[src/shared/dcs_pkg.sv]
// constants and types for the device control and status word
package dcs_pkg;
  // register placement and reset image
  localparam logic [11:0] DCS_OFFSET       = 12'h0c8;
  localparam logic [31:0] DCS_RESET        = 32'h0000_2000;
  localparam int          CFG_ADDR_W       = 12;
  localparam int          CFG_DATA_W       = 32;
  localparam int          CFG_BE_W         = 4;

  // field positions
  localparam int          RSVD_LSB         = 22;
  localparam int          BIT_PENDING      = 21;
  localparam int          BIT_AUX_SEEN     = 20;
  localparam int          FLAG_LSB         = 16;
  localparam int          BIT_RETRY        = 15;
  localparam int          MRRS_LSB         = 12;
  localparam int          BIT_NO_SNOOP     = 11;
  localparam int          BIT_AUX_USE      = 10;
  localparam int          BIT_PHANTOM      = 9;
  localparam int          BIT_WIDE_TAG     = 8;
  localparam int          MPS_LSB          = 5;
  localparam int          BIT_RELAXED      = 4;
  localparam int          BIT_UR_REPORT    = 3;
  localparam int          BIT_FATAL_REPORT = 2;
  localparam int          BIT_NF_REPORT    = 1;
  localparam int          BIT_COR_REPORT   = 0;

  // sticky error flags, index i sits at FLAG_LSB + i
  localparam int          NUM_FLAGS        = 4;
  localparam int          FLG_COR          = 0;
  localparam int          FLG_NONFATAL     = 1;
  localparam int          FLG_FATAL        = 2;
  localparam int          FLG_UNSUP        = 3;

  typedef logic [2:0]  dcs_size_t;
  typedef logic [12:0] dcs_bytes_t;

  // field reset values
  localparam dcs_size_t   MRRS_RST         = 3'h2;
  localparam dcs_size_t   MPS_RST          = 3'h0;
  localparam logic        CTRL_BIT_RST     = 1'b0;

  // size decoding
  localparam dcs_size_t   MRRS_MAX_CODE    = 3'h5;
  localparam dcs_bytes_t  BYTES_128        = 13'h0080;
  localparam int          NP_CNT_W         = 6;

  // read request size code to bytes; reserved codes fall back to the smallest size
  function automatic dcs_bytes_t dcs_size_bytes(input dcs_size_t code);
    dcs_size_bytes = (code > MRRS_MAX_CODE) ? BYTES_128 : dcs_bytes_t'(BYTES_128 << code);
  endfunction : dcs_size_bytes
endpackage : dcs_pkg
[src/shared/dcs_flag_if.sv]
// carrier between the register block and its sticky flag bank
`timescale 1ns/10ps
interface dcs_flag_if;
  import dcs_pkg::*;
  logic [NUM_FLAGS-1:0] detect;
  logic [NUM_FLAGS-1:0] clear;
  logic [NUM_FLAGS-1:0] flag;
  modport owner (input detect, input clear, output flag);
  modport user  (output detect, output clear, input flag);
endinterface : dcs_flag_if

[src/hdl/dcs_device_ctl_status.sv]
// device control and status word of the bridge express capability
`timescale 1ns/10ps
// Operation
// - Word lives at config offset 0x0c8, resets to 0x0000_2000.
// - Bits 31 to 22 always read zero.
// - Bit 21 high while any issued non-posted request awaits completion.
// - Bit 20 reports auxiliary power detected; power is not needed.
// - Bit 19 sets on unsupported request, cleared by writing one.
// - Bit 18 sets on fatal error, cleared by writing one.
// - Bit 17 sets on non-fatal error, cleared by writing one.
// - Bit 16 sets on correctable error, cleared by writing one.
// - Bit 15 makes downstream config requests answer with retry status while downstream is not ready.
// - Field 14:12 caps own read request size; reset code 010.
// - No-snoop is never used; bit 11 reads zero.
// - Bit 10 allows extra auxiliary power draw.
// - Phantom function and wide tag enables read zero.
// - Relaxed ordering bit 4 reads zero.
// - Bit 3 enables reporting of unsupported requests.
// - Bit 2 gates fatal error messages.
// - Bit 1 gates non-fatal error messages.
// - Bit 0 gates correctable error messages.
module dcs_device_ctl_status (
  // clock and reset
  input  wire logic                         CLK_I,
  input  wire logic                         RST_I,
  // configuration access
  input  wire logic [dcs_pkg::CFG_ADDR_W-1:0] CFG_ADDR_I,
  input  wire logic                         CFG_RD_I,
  input  wire logic                         CFG_WR_I,
  input  wire logic [dcs_pkg::CFG_BE_W-1:0] CFG_BE_I,
  input  wire logic [dcs_pkg::CFG_DATA_W-1:0] CFG_WDATA_I,
  output logic      [dcs_pkg::CFG_DATA_W-1:0] CFG_RDATA_O,
  output logic                              CFG_ACK_O,
  // error detection events
  input  wire logic                         UNSUP_DET_I,
  input  wire logic                         FATAL_DET_I,
  input  wire logic                         NONFATAL_DET_I,
  input  wire logic                         COR_DET_I,
  input  wire logic                         SERR_ALLOW_I,
  // error message requests
  output logic                              MSG_FATAL_O,
  output logic                              MSG_NONFATAL_O,
  output logic                              MSG_COR_O,
  // non-posted tracking
  input  wire logic                         NP_ISSUE_I,
  input  wire logic                         NP_DONE_I,
  output logic                              NP_PENDING_O,
  // auxiliary power
  input  wire logic                         AUX_DETECT_I,
  output logic                              AUX_USE_ALLOW_O,
  // downstream configuration retry
  input  wire logic                         DS_CFG_REQ_I,
  input  wire logic                         DS_NOT_READY_I,
  output logic                              CONFIG_RETRY_STATUS_O,
  // transfer limits
  output dcs_pkg::dcs_bytes_t               READ_LIMIT_BYTES_O,
  output dcs_pkg::dcs_bytes_t               PAYLOAD_BYTES_O,
  output logic                              NO_SNOOP_ALLOW_O,
  output logic                              RELAXED_ORDER_ALLOW_O
);
  import dcs_pkg::*;

  // control fields
  logic                  retry_en_r;
  dcs_size_t             read_limit_r;
  logic                  aux_supply_use_allow_r;
  dcs_size_t             payload_limit_r;
  logic                  unsupported_req_report_r;
  logic                  fatal_report_r;
  logic                  nonfatal_report_r;
  logic                  correctable_report_r;
  // status
  logic                  aux_supply_seen_r;
  logic [NP_CNT_W-1:0]   np_cnt_r;
  logic [NP_CNT_W-1:0]   np_cnt_nxt;
  logic                  nonposted_outstanding;
  logic [CFG_DATA_W-1:0] csr_value;
  logic                  hit;
  logic                  wr_hit;
  logic                  fatal_send;
  logic                  nonfatal_send;
  logic                  cor_send;

  dcs_flag_if            flags ();

  assign hit    = (CFG_ADDR_I[CFG_ADDR_W-1:2] == DCS_OFFSET[CFG_ADDR_W-1:2]);
  assign wr_hit = CFG_WR_I && hit;

  // sticky error flags
  assign flags.detect[FLG_COR]      = COR_DET_I;
  assign flags.detect[FLG_NONFATAL] = NONFATAL_DET_I;
  assign flags.detect[FLG_FATAL]    = FATAL_DET_I;
  assign flags.detect[FLG_UNSUP]    = UNSUP_DET_I;
  // only ones in the flag byte clear anything
  assign flags.clear = (wr_hit && CFG_BE_I[2]) ? CFG_WDATA_I[FLAG_LSB +: NUM_FLAGS] : '0;

  dcs_sticky_flags u_flags (
    .CLK_I (CLK_I),
    .RST_I (RST_I),
    .fl    (flags.owner)
  );

  // byte 1 control: retry, read size, aux use
  always_ff @(posedge CLK_I or posedge RST_I) begin
    if (RST_I) begin
      retry_en_r             <= CTRL_BIT_RST;
      read_limit_r           <= MRRS_RST;
      aux_supply_use_allow_r <= CTRL_BIT_RST;
    end else if (wr_hit && CFG_BE_I[1]) begin
      retry_en_r             <= CFG_WDATA_I[BIT_RETRY];
      read_limit_r           <= CFG_WDATA_I[MRRS_LSB +: 3];
      aux_supply_use_allow_r <= CFG_WDATA_I[BIT_AUX_USE];
    end
  end

  // byte 0 control: payload and reporting enables
  always_ff @(posedge CLK_I or posedge RST_I) begin
    if (RST_I) begin
      payload_limit_r          <= MPS_RST;
      unsupported_req_report_r <= CTRL_BIT_RST;
      fatal_report_r           <= CTRL_BIT_RST;
      nonfatal_report_r        <= CTRL_BIT_RST;
      correctable_report_r     <= CTRL_BIT_RST;
    end else if (wr_hit && CFG_BE_I[0]) begin
      payload_limit_r          <= CFG_WDATA_I[MPS_LSB +: 3];
      unsupported_req_report_r <= CFG_WDATA_I[BIT_UR_REPORT];
      fatal_report_r           <= CFG_WDATA_I[BIT_FATAL_REPORT];
      nonfatal_report_r        <= CFG_WDATA_I[BIT_NF_REPORT];
      correctable_report_r     <= CFG_WDATA_I[BIT_COR_REPORT];
    end
  end

  // aux detect is a plain level, sampled once a cycle
  always_ff @(posedge CLK_I or posedge RST_I) begin
    if (RST_I) begin
      aux_supply_seen_r <= 1'b0;
    end else begin
      aux_supply_seen_r <= AUX_DETECT_I;
    end
  end

  // outstanding non-posted count; saturates so a stray completion cannot wrap
  always_comb begin
    np_cnt_nxt = np_cnt_r;
    if (NP_ISSUE_I && !NP_DONE_I && (np_cnt_r != '1)) begin
      np_cnt_nxt = np_cnt_r + 1'b1;
    end else if (!NP_ISSUE_I && NP_DONE_I && (np_cnt_r != '0)) begin
      np_cnt_nxt = np_cnt_r - 1'b1;
    end
  end

  always_ff @(posedge CLK_I or posedge RST_I) begin
    if (RST_I) begin
      np_cnt_r <= '0;
    end else begin
      np_cnt_r <= np_cnt_nxt;
    end
  end

  assign nonposted_outstanding = (np_cnt_r != '0);
  assign NP_PENDING_O          = nonposted_outstanding;

  // read image; hardwired and reserved fields are constant zero
  always_comb begin
    csr_value                        = '0;
    csr_value[BIT_PENDING]           = nonposted_outstanding;
    csr_value[BIT_AUX_SEEN]          = aux_supply_seen_r;
    csr_value[FLAG_LSB +: NUM_FLAGS] = flags.flag;
    csr_value[BIT_RETRY]             = retry_en_r;
    csr_value[MRRS_LSB +: 3]         = read_limit_r;
    csr_value[BIT_NO_SNOOP]          = 1'b0;
    csr_value[BIT_AUX_USE]           = aux_supply_use_allow_r;
    csr_value[BIT_PHANTOM]           = 1'b0;
    csr_value[BIT_WIDE_TAG]          = 1'b0;
    csr_value[MPS_LSB +: 3]          = payload_limit_r;
    csr_value[BIT_RELAXED]           = 1'b0;
    csr_value[BIT_UR_REPORT]         = unsupported_req_report_r;
    csr_value[BIT_FATAL_REPORT]      = fatal_report_r;
    csr_value[BIT_NF_REPORT]         = nonfatal_report_r;
    csr_value[BIT_COR_REPORT]        = correctable_report_r;
  end

  // one-cycle answer to every access; unmapped offsets read zero
  always_ff @(posedge CLK_I or posedge RST_I) begin
    if (RST_I) begin
      CFG_RDATA_O <= '0;
      CFG_ACK_O   <= 1'b0;
    end else begin
      CFG_ACK_O   <= CFG_RD_I || CFG_WR_I;
      if (CFG_RD_I) begin
        CFG_RDATA_O <= hit ? csr_value : '0;
      end
    end
  end

  // unsupported requests travel as non-fatal messages when their reporting is on and the non-fatal gate is open
  assign fatal_send    = FATAL_DET_I && (fatal_report_r || SERR_ALLOW_I);
  assign nonfatal_send = (NONFATAL_DET_I || (UNSUP_DET_I && unsupported_req_report_r)) &&
                         (nonfatal_report_r || SERR_ALLOW_I);
  assign cor_send      = COR_DET_I && correctable_report_r;

  always_ff @(posedge CLK_I or posedge RST_I) begin
    if (RST_I) begin
      MSG_FATAL_O    <= 1'b0;
      MSG_NONFATAL_O <= 1'b0;
      MSG_COR_O      <= 1'b0;
    end else begin
      MSG_FATAL_O    <= fatal_send;
      MSG_NONFATAL_O <= nonfatal_send;
      MSG_COR_O      <= cor_send;
    end
  end

  // handshake-style answer to the downstream config path
  assign CONFIG_RETRY_STATUS_O = retry_en_r && DS_CFG_REQ_I && DS_NOT_READY_I;

  assign READ_LIMIT_BYTES_O    = dcs_size_bytes(read_limit_r);
  assign PAYLOAD_BYTES_O       = BYTES_128;
  assign AUX_USE_ALLOW_O       = aux_supply_use_allow_r;
  assign NO_SNOOP_ALLOW_O      = 1'b0;
  assign RELAXED_ORDER_ALLOW_O = 1'b0;
endmodule : dcs_device_ctl_status

[src/hdl/dcs_sticky_flags.sv]
// bank of write-one-to-clear sticky flags
`timescale 1ns/10ps
module dcs_sticky_flags (
  // clock and reset
  input  wire logic     CLK_I,
  input  wire logic     RST_I,
  // flag carrier
  dcs_flag_if.owner     fl
);
  import dcs_pkg::*;

  logic [NUM_FLAGS-1:0] flag_r;
  logic [NUM_FLAGS-1:0] flag_nxt;

  // detection is applied after the clear so an event in the clearing cycle survives
  always_comb begin
    flag_nxt = (flag_r & ~fl.clear) | fl.detect;
  end

  always_ff @(posedge CLK_I or posedge RST_I) begin
    if (RST_I) begin
      flag_r <= '0;
    end else begin
      flag_r <= flag_nxt;
    end
  end

  assign fl.flag = flag_r;
endmodule : dcs_sticky_flags

[config.mk]
export PLATFORM = sky130hd
export DESIGN_NAME = dcs_device_ctl_status
export DESIGN_NICKNAME = d
export VERILOG_FILES = /design/src/shared/dcs_pkg.sv /design/src/shared/dcs_flag_if.sv /design/src/hdl/dcs_device_ctl_status.sv /design/src/hdl/dcs_sticky_flags.sv
export SDC_FILE = /design/constraint.sdc
export NUM_CORES = 1
export LEC_CHECK = 0
export ABC_AREA = 0
export BUFFER_PORTS_ARGS = -buffer_cell sky130_fd_sc_hd__buf_2
export CORE_UTILIZATION = 45
export DETAILED_ROUTE_END_ITERATION = 10
export PLACE_DENSITY = 0.8
export SKIP_LAST_GASP = 1
export SYNTH_ARGS = -nofsm -noshare
export SYNTH_HDL_FRONTEND = slang
export SYNTH_SLANG_ARGS = --single-unit
[constraint.sdc]
create_clock -name CLK_I -period 2.52 [get_ports CLK_I]
set_input_delay 0.126 -clock CLK_I [delete_from_list [all_inputs] [get_ports CLK_I]]
set_output_delay 0.126 -clock CLK_I [all_outputs]
set_load 0.01 [all_outputs]
==> flow_summary_export.csv, run 1 <==
group,metric,value,unit
timing,clock.fmax,480,MHz
grt,grt_start_max_net_pins,46,
timing,slew_violations,0,
power,cellPowerDensity,631,nW/um^2
grt,grt_use_total,16.2,%
setup_path,critical_path.startpoint_type,"flip-flop",
setup_path,max_stage_delay,470,ps
placed_design,io_buffer_count,73,
setup_path,cp.required,2700,ps
synthesis,yosysWarnings,0,
floorplan,die_area,5620,sq um
synthesis,syn_avg_cell_area,10.6,sq um
synthesis,synth-main-ff-cell,"dfrtp_1",
setup_path,path_max_fanout,8,
route,firstDrtPassIters,4,
clocking,cts-htree-levels,2,
timing,post-route-min-period,2080,ps
synthesis,ys_seq_area_share,47.0,%
setup_path,slowest_stage,"dfrtp_1",
route,drt_iter0_markers,54,
setup_path,end_kind,"flip-flop",
floorplan,ioPinCount,129,
setup_path,crit_chain,"nand4_1, o21ai_2, ha_1, a21o_1, a21oi_1, xnor2_1, mux2_2",
synthesis,syn-cell-area,2400,sq um
timing,fin_crit_sh,82.7,%
clocking,root_buffer,"clkbuf_8",
synthesis,yosys.area.top_type,"dfrtp_1",
route,viasPerCell,4.53,
finish,area_growth,15.7,%
finish,fillers,500,
clocking,clkLatencyLatePin,290,ps
power,peakVddDrop,0.433,mV
clocking,cts_tree,"yes",
clocking,clk_pin_slew,80,ps
clocking,clkSinkCount,45,
placed_design,globalplace.congestion,0.849,
timing,rsz0062_at_grt,"no",
min_path,hold_path.class,"in -> async",
timing,hold_viol,0,
route,wire_per_inst,11.9,microns
floorplan,fp.coreArea,5110,sq um
synthesis,ys_seq_elements,45,
timing,tightest_slew,926,ps
synthesis,synth_cells,227,
route,routed_wl,4390,microns
clocking,post_cts_resized,0,
synthesis,synth_top_area_share,45.9,%
route,via_count,1675,
route,drc_errors,0,
timing,finalSetupTns,0,ps
timing,holdWs,27.3,ps
floorplan,rows,26,
grt,antenna_found_initial,0,
floorplan,die_w,75.0,microns
finish,n_antenna_cell,0,
synthesis,synth-edff-count,0,
setup_path,cpLargestDelayFamily,"compound AO/OA/AOI/OAI gates",
placed_design,dp_hpwl,3280,microns
floorplan,initial_utilization,46.9,%
route,ant_nets,0,
finish,nets,366,
synthesis,synth_async_sr_flop_share,100,%
timing,setup_viol,0,
grt,grt_pass1_vias,1559,
grt,grt_pass1_wl,6820,microns
run,cap_violations,0,
run_status,status,"finished clean",
clocking,numCtsBuffers,5,
floorplan,fp.dieH,75.0,microns
grt,grt_overflow,0,
setup_path,critPathArrivalTime,2260,ps
setup_path,crit_type,"reg -> reg",
power,p_leak,1.45,nW
synthesis,synth_area_leaders,"dfrtp_1 46%, buf_4 12%, mux2_4 7.5%",
setup_path,worst-path-buf-inv,0,
timing,maxSlewHeadroom,38.2,%
synthesis,synth_cell_types,43,
clocking,cts_max_path_buffers,2,
timing,skew,5.92,ps
finish,drive_above_1_share,35.3,%
==> repair_timing <==
item | in CTS | in global routing
hold endpoints to repair | 1 | 0
hold buffers | 1 | 0
setup buffers | 0 | 0
==> final cells by class <==
cell class                      count  area, sq um  share of cell area [%]
Clock inverter                      1         7.51                   0.271
Timing Repair Buffer               74          375                    13.5
Multi-Input combinational cell    153         1010                    36.6
Inverter                           20         75.1                    2.71
Tap cell                           70         87.6                    3.16
Clock buffer                        7         86.3                    3.11
Sequential cell                    45         1130                    40.7
==> state kept, by name, indices dropped and copies added (netlist names) <==
| register | flops |
|---|---|
| u_flags.fl.flag | 4 |
| payload_limit_r | 3 |
| np_cnt_r | 6 |
| CFG_RDATA_O | 18 |
| AUX_USE_ALLOW_O | 1 |
| aux_supply_seen_r | 1 |
| CFG_ACK_O | 1 |
| unsupported_req_report_r | 1 |
| MSG_COR_O | 1 |
| MSG_NONFATAL_O | 1 |
| MSG_FATAL_O | 1 |
| nonfatal_report_r | 1 |
| fatal_report_r | 1 |
| correctable_report_r | 1 |
| read_limit_r | 3 |
| retry_en_r | 1 |
==> metal layers <==
layer | vias to the layer above | wire length (microns) | track usage (%)
met3 | 6 | 204 | 3.61
met2 | 57 | 2270 | 31.4
met5 | - | 0 | 0
met4 | 0 | 35 | 4.40
met1 | 793 | 1890 | 17.6
li1 | 819 | - | -
==> worst paths after layout <==
kind / start / to / slack (ps) / depth (start not counted)
max: np_cnt_r[0] / np_cnt_r[4] / 440 / 7
min in group CLK_I: CFG_WR_I / CFG_ACK_O / 30 / 2
min: RST_I / CFG_RDATA_O[1] / 30 / 2
max in group asynchronous: RST_I / CFG_RDATA_O[5] / 1910 / 2
min reg2reg: aux_supply_seen_r / CFG_RDATA_O[20] / 470 / 2
max reg2reg: np_cnt_r[0] / np_cnt_r[4] / 440 / 7
==> synthesized netlist by cell type (3+ instances only) <==
master / n
mux2_2: 4
xnor2_1: 3
ha_1: 4
nand3_1: 5
clkbuf_1: 4
nor3b_1: 3
nor2_1: 9
a21o_1: 6
buf_4: 37
dfrtp_1: 44
o21ai_0: 20
inv_1: 20
nand2_1: 19
a21oi_1: 3
mux2_4: 12
==> cell families (layout without fill, tap and decap cells) <==
kind of cell             after synthesis  after routing  synth area share (%)
other                                  2             36                 0.313
multiplexers                          16             16                  9.39
XOR/XNOR                               4              4                  1.46
adder cells (fa/ha/maj)                5              5                  2.92
flip-flops                            45             45                  47.0
AO/OA/AOI/OAI                         35             35                  9.24
AND/OR/NAND/NOR                       57             57                  13.6
buffers and inverters                 63            102                  16.0
==> stage by stage <==
stage | power [mW] | std cells | area [sq um] | utilization [%] | worst slack, ps
finish | 1.75 | 370 | 2770 | 54.3 | 436
global route | 1.86 | 370 | 2770 | 54.3 | 256
global placement | 1.28 | 361 | 2670 | 52.3 | 483
detailed placement | 1.31 | 361 | 2670 | 52.3 | 438
floorplan | 1.24 | 261 | 2520 | - | 629
CTS | 1.78 | 370 | 2770 | 54.3 | 424
==> report_power, final <==
part	switching (mW)	leakage, nW	internal (mW)
registers	0.0679	0.583	0.779
logic	0.227	0.818	0.224
clock network	0.228	0.0445	0.223
==> cells in the final DEF (no fill, tap or decap), drive strengths merged, types with 4 or more instances in the layout <==
cell type,instances
buf,73
conb,36
dfrtp,44
a21o,6
o21ai,21
nand2,21
clkbuf,7
ha,4
nand3,5
nor2,9
inv,20
mux2,16
Power figures use the tool's default switching activity.
==> inputs of run 2 (changes only) <==
Settings changed: ABC_AREA 0 to 1, CORE_UTILIZATION 45 to 41, PLACE_DENSITY 0.8 to 0.76.
Clock period 2.52 ns to 1.7 ns, I/O delays scaled along.
==> run 2 against run 1 <==
Synthesized cell count rose by 32%. Count of clock-buffer cells in the layout fell by 2. Largest power group is now combinational cells. Sequential power rose by 40%. The run now ends with negative setup slack left.
==> flow_summary_export.csv, run 2 <==
group,metric,value,unit
synthesis,synth-edff-count,0,
floorplan,fp.coreArea,5890,sq um
synthesis,yosys.area.top_type,"dfrtp_1",
clocking,cts-htree-levels,2,
power,cellPowerDensity,1060,nW/um^2
finish,multi_input_area,1150,sq um
synthesis,synthTopCellsByCount,"89 x nand2_1, 44 x dfrtp_1, 37 x buf_4, 30 x inv_1, 25 x nand3_1",
synthesis,synth_cell_types,30,
finish,largest_reg_flops,18,
setup_path,crit_type,"reg -> reg",
power,p_sw,1.07,mW
clocking,clk_pin_slew,80,ps
synthesis,synth_cells,299,
setup_path,r2r_setup_slack,-60,ps
finish,layout_common_cells,"87 x nand2_1, 73 x buf_2, 44 x dfrtp_1",
placed_design,io_buffer_count,73,
min_path,hold_path.class,"in -> reg",
run_status,violations,"negative setup slack",
finish,finalNonFillerCells,468,
finish,fillers,530,
floorplan,initial_utilization,42.3,%
finish,nets,459,
grt,antenna_found_initial,1,
run,cap_violations,0,
floorplan,fp.dieH,79.9,microns
timing,post-route-min-period,1760,ps
route,drc_errors,0,
finish,n_antenna_cell,0,
min_path,min_delay_path_depth,3,
grt,grt_overflow,0,
power,internal-power,2.31,mW
power,totalPowerFinal,3.37,mW
synthesis,synth_async_sr_flop_share,100,%
power,switching_share,31.6,%
timing,finalSetupTns,-130,ps
route,via_count,2088,
clocking,numCtsBuffers,5,
timing,tightest_slew,570,ps
synthesis,syn-cell-area,2490,sq um
finish,finalInstanceArea,3170,sq um
finish,regMostFlops,"CFG_RDATA_O",
route,drt_iter0_markers,93,
route,viasPerCell,4.46,
setup_path,r2r-start,"np_cnt_r[2]",
setup_path,ff2ff_path_depth,10,
clocking,cts_tree,"yes",
timing,clock.fmax,569,MHz
synthesis,yosysWarnings,0,
floorplan,die_area,6390,sq um
grt,grt_pass1_wl,7960,microns
route,routed_wl,5230,microns
timing,skew,3.29,ps
placed_design,dp_hpwl,3590,microns
floorplan,rows,28,
power,p_clk_share,28.0,%
route,ant_nets,0,
placed_design,dp.cells,450,
synthesis,synth_top_area_share,44.2,%
synthesis,synth.most_common_cell,"nand2_1",
clocking,clkLatencyLatePin,300,ps
floorplan,die_w,79.9,microns
min_path,min_to,"nonfatal_report_r",
route,wire_per_inst,11.2,microns
synthesis,ys_seq_area_share,45.3,%
route,firstDrtPassIters,4,
timing,maxSlewHeadroom,62.0,%
finish,final_common_cell,"nand2_1",
setup_path,cp.required,1940,ps
power,p_leak,1.84,nW
setup_path,critPathArrivalTime,2000,ps
finish,drive_above_1_share,34.1,%
min_path,hold_path_startpoint,"CFG_WDATA_I[1]",
timing,fin_crit_sh,103,%
grt,grt_start_max_net_pins,46,
power,sequentialPowerShare,35.3,%
setup_path,end_kind,"flip-flop",
power,peakVddDrop,0.461,mV
clocking,clkSinkCount,45,
synthesis,syn_avg_cell_area,8.32,sq um
timing,slew_violations,0,
grt,grt_pass1_vias,1807,
synthesis,synth-main-ff-cell,"dfrtp_1",
run_status,status,"complete, but fails checks",
power,p_comb_share,36.7,%
timing,hold_viol,0,
finish,area_growth,27.4,%
placed_design,globalplace.congestion,0.851,
synthesis,ys_seq_elements,45,
setup_path,path_max_fanout,7,
setup_path,critical_path.startpoint_type,"flip-flop",
setup_path,r2r-end,"np_cnt_r[3]",
timing,rsz0062_at_grt,"yes",
grt,grt_use_total,16.1,%
placed_design,placed_area,2870,sq um
finish,ff_latch_area,1130,sq um
timing,setup_viol,3,
clocking,root_buffer,"clkbuf_8",
finish,final_core_util,53.9,%
clocking,cts_max_path_buffers,2,
timing,timing.final.ws_setup,-56.2,ps
synthesis,synth_area_leaders,"dfrtp_1 44%, nand2_1 13%, buf_4 11%",
floorplan,ioPinCount,129,
==> run 2: logic make-up after synthesis <==
group,synth area share [%]
AND/OR/NAND/NOR,28.3
AO/OA/AOI/OAI,4.47
other,0.302
buffers and inverters,17.4
XOR/XNOR,1.41
flip-flops,45.3
adder cells (fa/ha/maj),2.82
==> run 2: final cells by class <==
cell class | instances | area share (%)
Multi-Input combinational cell | 214 | 36.3
Timing Repair Buffer | 95 | 17.3
Inverter | 31 | 3.67
Clock buffer | 5 | 2.17
Sequential cell | 45 | 35.6
Tap cell | 75 | 2.96
Clock inverter | 3 | 2.05
==> run 2: critical path, stage by stage, from the launching register on <==
cell and delay [ps]:
dfrtp_1 390, nand2_1 90, nor2_2 50, nand2_2 80, nand3_4 160, ha_4 300
or2_4 230, nand2_1 120, xnor2_2 130, nand2_1 80, nand2_1 60
==> run 2: timing repair <==
action / CTS / global route
endpoints found under the hold margin: 51 / 0
gates resized for setup: 4 / 10
hold buffers: 7 / 0
setup buffers: 1 / 2
setup endpoints to repair: 2 / 3
pin swaps: 2 / 9
==> run 2: metal layers <==
metal	vias up	global-route usage, %	share of wire (%)
met1	961	19.6	44
li1	1041	-	-
met3	11	3.66	5.4
met4	2	5.18	1.8
met2	73	28.1	49
met5	-	0	0.19
==> run 2: worst max path at each step <==
stage,cells past startpoint,slack [ps],startpoint,end
floorplan,11,-30,np_cnt_r[0],np_cnt_r[5]
global placement,13,-20,np_cnt_r[3],np_cnt_r[5]
detailed placement,13,-70,np_cnt_r[2],np_cnt_r[5]
CTS,12,-10,np_cnt_r[3],np_cnt_r[5]
global route,12,-130,np_cnt_r[1],np_cnt_r[5]
finish,10,-60,np_cnt_r[2],np_cnt_r[3]
==> run 2: metrics by stage <==
| step | hold slack, ps | worst slack [ps] |
|---|---|---|
| after floorplan | 116 | -25.6 |
| after global placement | 202 | -22.2 |
| after detailed placement | 206 | -65.9 |
| after CTS | 11.3 | -10.3 |
| after global routing | 16.4 | -128 |
| final | 21.5 | -56.2 |
==> run 2: power groups by stage <==
stage | Sequential (mW) | Combinational [mW] | Clock, mW
2_1_floorplan | 1.25 | 0.670 | 0
3_3_place_gp | 1.21 | 0.967 | 0
3_5_place_dp | 1.21 | 0.983 | 0
4_1_cts | 1.19 | 1.06 | 0.969
5_1_grt | 1.20 | 1.37 | 1.00
6_report | 1.19 | 1.24 | 0.944
==> inputs of run 3 (changes only) <==
Settings changed: SETUP_SLACK_MARGIN set to 0.3.
==> run 3 against run 2 <==
The run still ends with negative setup slack left. Total power shrank 5.6%. Sequential power is essentially flat. Worst setup slack worse by 40 ps. Die area unchanged. Hold slack got worse by 0.93 ps. Final cell count grew 0.85%. Count of clock-buffer cells in the layout increased by 1. Non-clock buffer count grew 4. Combinational power grew 9%. Clock power down 33%. Critical path depth grew 2. First-iteration DRC count is 6.5% lower. Highest routed layer is now met4.
==> flow_summary_export.csv, run 3 (synthesized netlist as in run 2, its figures left out) <==
group,metric,value,unit
power,switching_share,34.7,%
placed_design,pre_cts_slack,-53.5,ps
finish,finalNonFillerCells,472,
power,peakVddDrop,0.473,mV
floorplan,fp.coreArea,5890,sq um
setup_path,crit_type,"reg -> reg",
placed_design,io_buffer_count,73,
power,sequentialPowerShare,37.7,%
run_status,status,"complete, but fails checks",
setup_path,critPathArrivalTime,1980,ps
timing,tightest_slew,569,ps
run,cap_violations,0,
route,ant_nets,0,
route,drt_iter0_markers,87,
setup_path,ff2ff_path_depth,12,
grt,grt_overflow,0,
finish,ff_latch_area,1130,sq um
finish,layout_common_cells,"81 x nand2_1, 72 x buf_2, 43 x dfrtp_1",
clocking,cts-htree-levels,2,
run_status,violations,"negative setup slack",
route,wire_per_inst,11.4,microns
clocking,cts_max_path_buffers,2,
setup_path,r2r-start,"np_cnt_r[3]",
floorplan,die_w,79.9,microns
setup_path,r2r_setup_slack,-100,ps
clocking,numCtsBuffers,5,
grt,grt_pass1_vias,1910,
power,p_clk_share,19.8,%
floorplan,initial_utilization,42.3,%
timing,slew_violations,0,
setup_path,r2r-end,"np_cnt_r[5]",
finish,multi_input_area,1180,sq um
placed_design,globalplace.congestion,0.812,
grt,grt_start_max_net_pins,46,
power,p_leak,1.84,nW
setup_path,startpoint,"np_cnt_r[3]",
route,firstDrtPassIters,4,
route,viasPerCell,4.48,
setup_path,setup.worst_path.end,"np_cnt_r[5]",
setup_path,critical_path.startpoint_type,"flip-flop",
setup_path,end_kind,"flip-flop",
power,cellPowerDensity,999,nW/um^2
finish,nets,463,
power,p_sw,1.10,mW
timing,fin_crit_sh,106,%
route,drc_errors,0,
grt,grt_pass1_wl,8300,microns
finish,final_common_cell,"nand2_1",
route,routed_wl,5400,microns
setup_path,cp.required,1890,ps
finish,area_growth,28.1,%
clocking,clkSinkCount,45,
power,internal-power,2.08,mW
floorplan,die_area,6390,sq um
timing,skew,4.10,ps
finish,n_antenna_cell,0,
floorplan,ioPinCount,129,
clocking,clk_pin_slew,80,ps
route,via_count,2115,
floorplan,rows,28,
timing,setup_viol,3,
finish,regMostFlops,"CFG_RDATA_O",
floorplan,fp.dieH,79.9,microns
grt,antenna_found_initial,0,
timing,hold_viol,0,
clocking,cts_tree,"yes",
timing,clock.fmax,557,MHz
min_path,hold_path.class,"in -> reg",
grt,grt_use_total,16.8,%
placed_design,dp.cells,451,
placed_design,dp_hpwl,3660,microns
timing,timing.final.ws_setup,-96.1,ps
finish,fillers,549,
clocking,clkLatencyLatePin,290,ps
clocking,root_buffer,"clkbuf_8",
power,p_comb_share,42.5,%
timing,rsz0062_at_grt,"yes",
timing,post-route-min-period,1800,ps
timing,maxSlewHeadroom,62.1,%
finish,drive_above_1_share,36.5,%
setup_path,path_max_fanout,7,
finish,largest_reg_flops,18,
## run 3: cell count changes in the layout (fill, tap and decap cells not counted), sizes merged
| cell | change |
|---|---|
| clkbuf | +1 |
| bufinv | -2 |
| clkinv | +1 |
| dlygate4sd3 | -1 |
| buf | +5 |
## run 3: worst min path at each step
stage | start | endpoint | slack [ps] | cells past startpoint
after global routing | UNSUP_DET_I | u_flags.fl.flag[3] | 20 | 3
after CTS | UNSUP_DET_I | u_flags.fl.flag[3] | 10 | 3
after global placement | AUX_DETECT_I | aux_supply_seen_r | 200 | 1
final | CFG_WDATA_I[5] | payload_limit_r[0] | 20 | 3
after detailed placement | AUX_DETECT_I | aux_supply_seen_r | 200 | 1
after floorplan | AUX_DETECT_I | aux_supply_seen_r | 120 | 0
## run 3: cell type report
class | instances | share of cell area, %
multi-input cells | 214 | 37.0
flip-flops and latches | 45 | 35.4
repair buffers | 99 | 18.4
inverters | 31 | 3.65
well taps | 75 | 2.94
clock buffers | 6 | 2.28
clock inverters | 2 | 0.314
## run 3: power groups by stage
stage	sequential (mW)	combinational (mW)	clock, mW
after floorplan	1.26	0.672	0
after global placement	1.21	0.987	0
after detailed placement	1.21	1.01	0
after CTS	1.19	1.11	0.654
after global routing	1.21	1.49	0.689
final	1.20	1.35	0.631
## run 3: worst max-delay path: stages, from the launching register on
cell     delay [ps]
dfrtp_1         390
nand2_2         110
nor2_4           50
nand2_2          80
nand3_4         170
ha_4            310
or2_4           260
nand3_2          80
nand2_2          50
nand2_2          60
nand2_1          50
nand2_1          60
nand2_1          40
## run 3: repair_timing
| action | in CTS | in global routing |
|---|---|---|
| hold endpoints to repair | 50 | 0 |
| resized for setup | 6 | 19 |
| hold buffers | 6 | 0 |
| pin swaps | 7 | 13 |
| endpoints found under the setup margin | 5 | 8 |
| buffers inserted | 2 | 5 |
## run 3: per-stage QoR
stage | utilization (%) | cell area (sq um) | hold WS, ps | setup TNS, ps | power [mW]
final | 54.2 | 3190 | 20.5 | -212 | 3.18
after global routing | 54.2 | 3190 | 23.3 | -493 | 3.39
after global placement | 49.0 | 2880 | 202 | -39.5 | 2.20
after CTS | 52.4 | 3090 | 10.2 | 0 | 2.96
after detailed placement | 49.0 | 2880 | 205 | -53.5 | 2.22
after floorplan | - | 2640 | 116 | -18.3 | 1.93
## run 3: metal layers
layer  routed length (microns)  part of all wire, %  track usage, %  vias to the layer above
li1                          -                    -               -                     1053
met1                      2190                   41            20.3                      978
met2                      2840                   53            28.9                       75
met3                       291                  5.4            3.31                        9
met4                        78                  1.4            7.50                        0
met5                         0                    0               0                        -
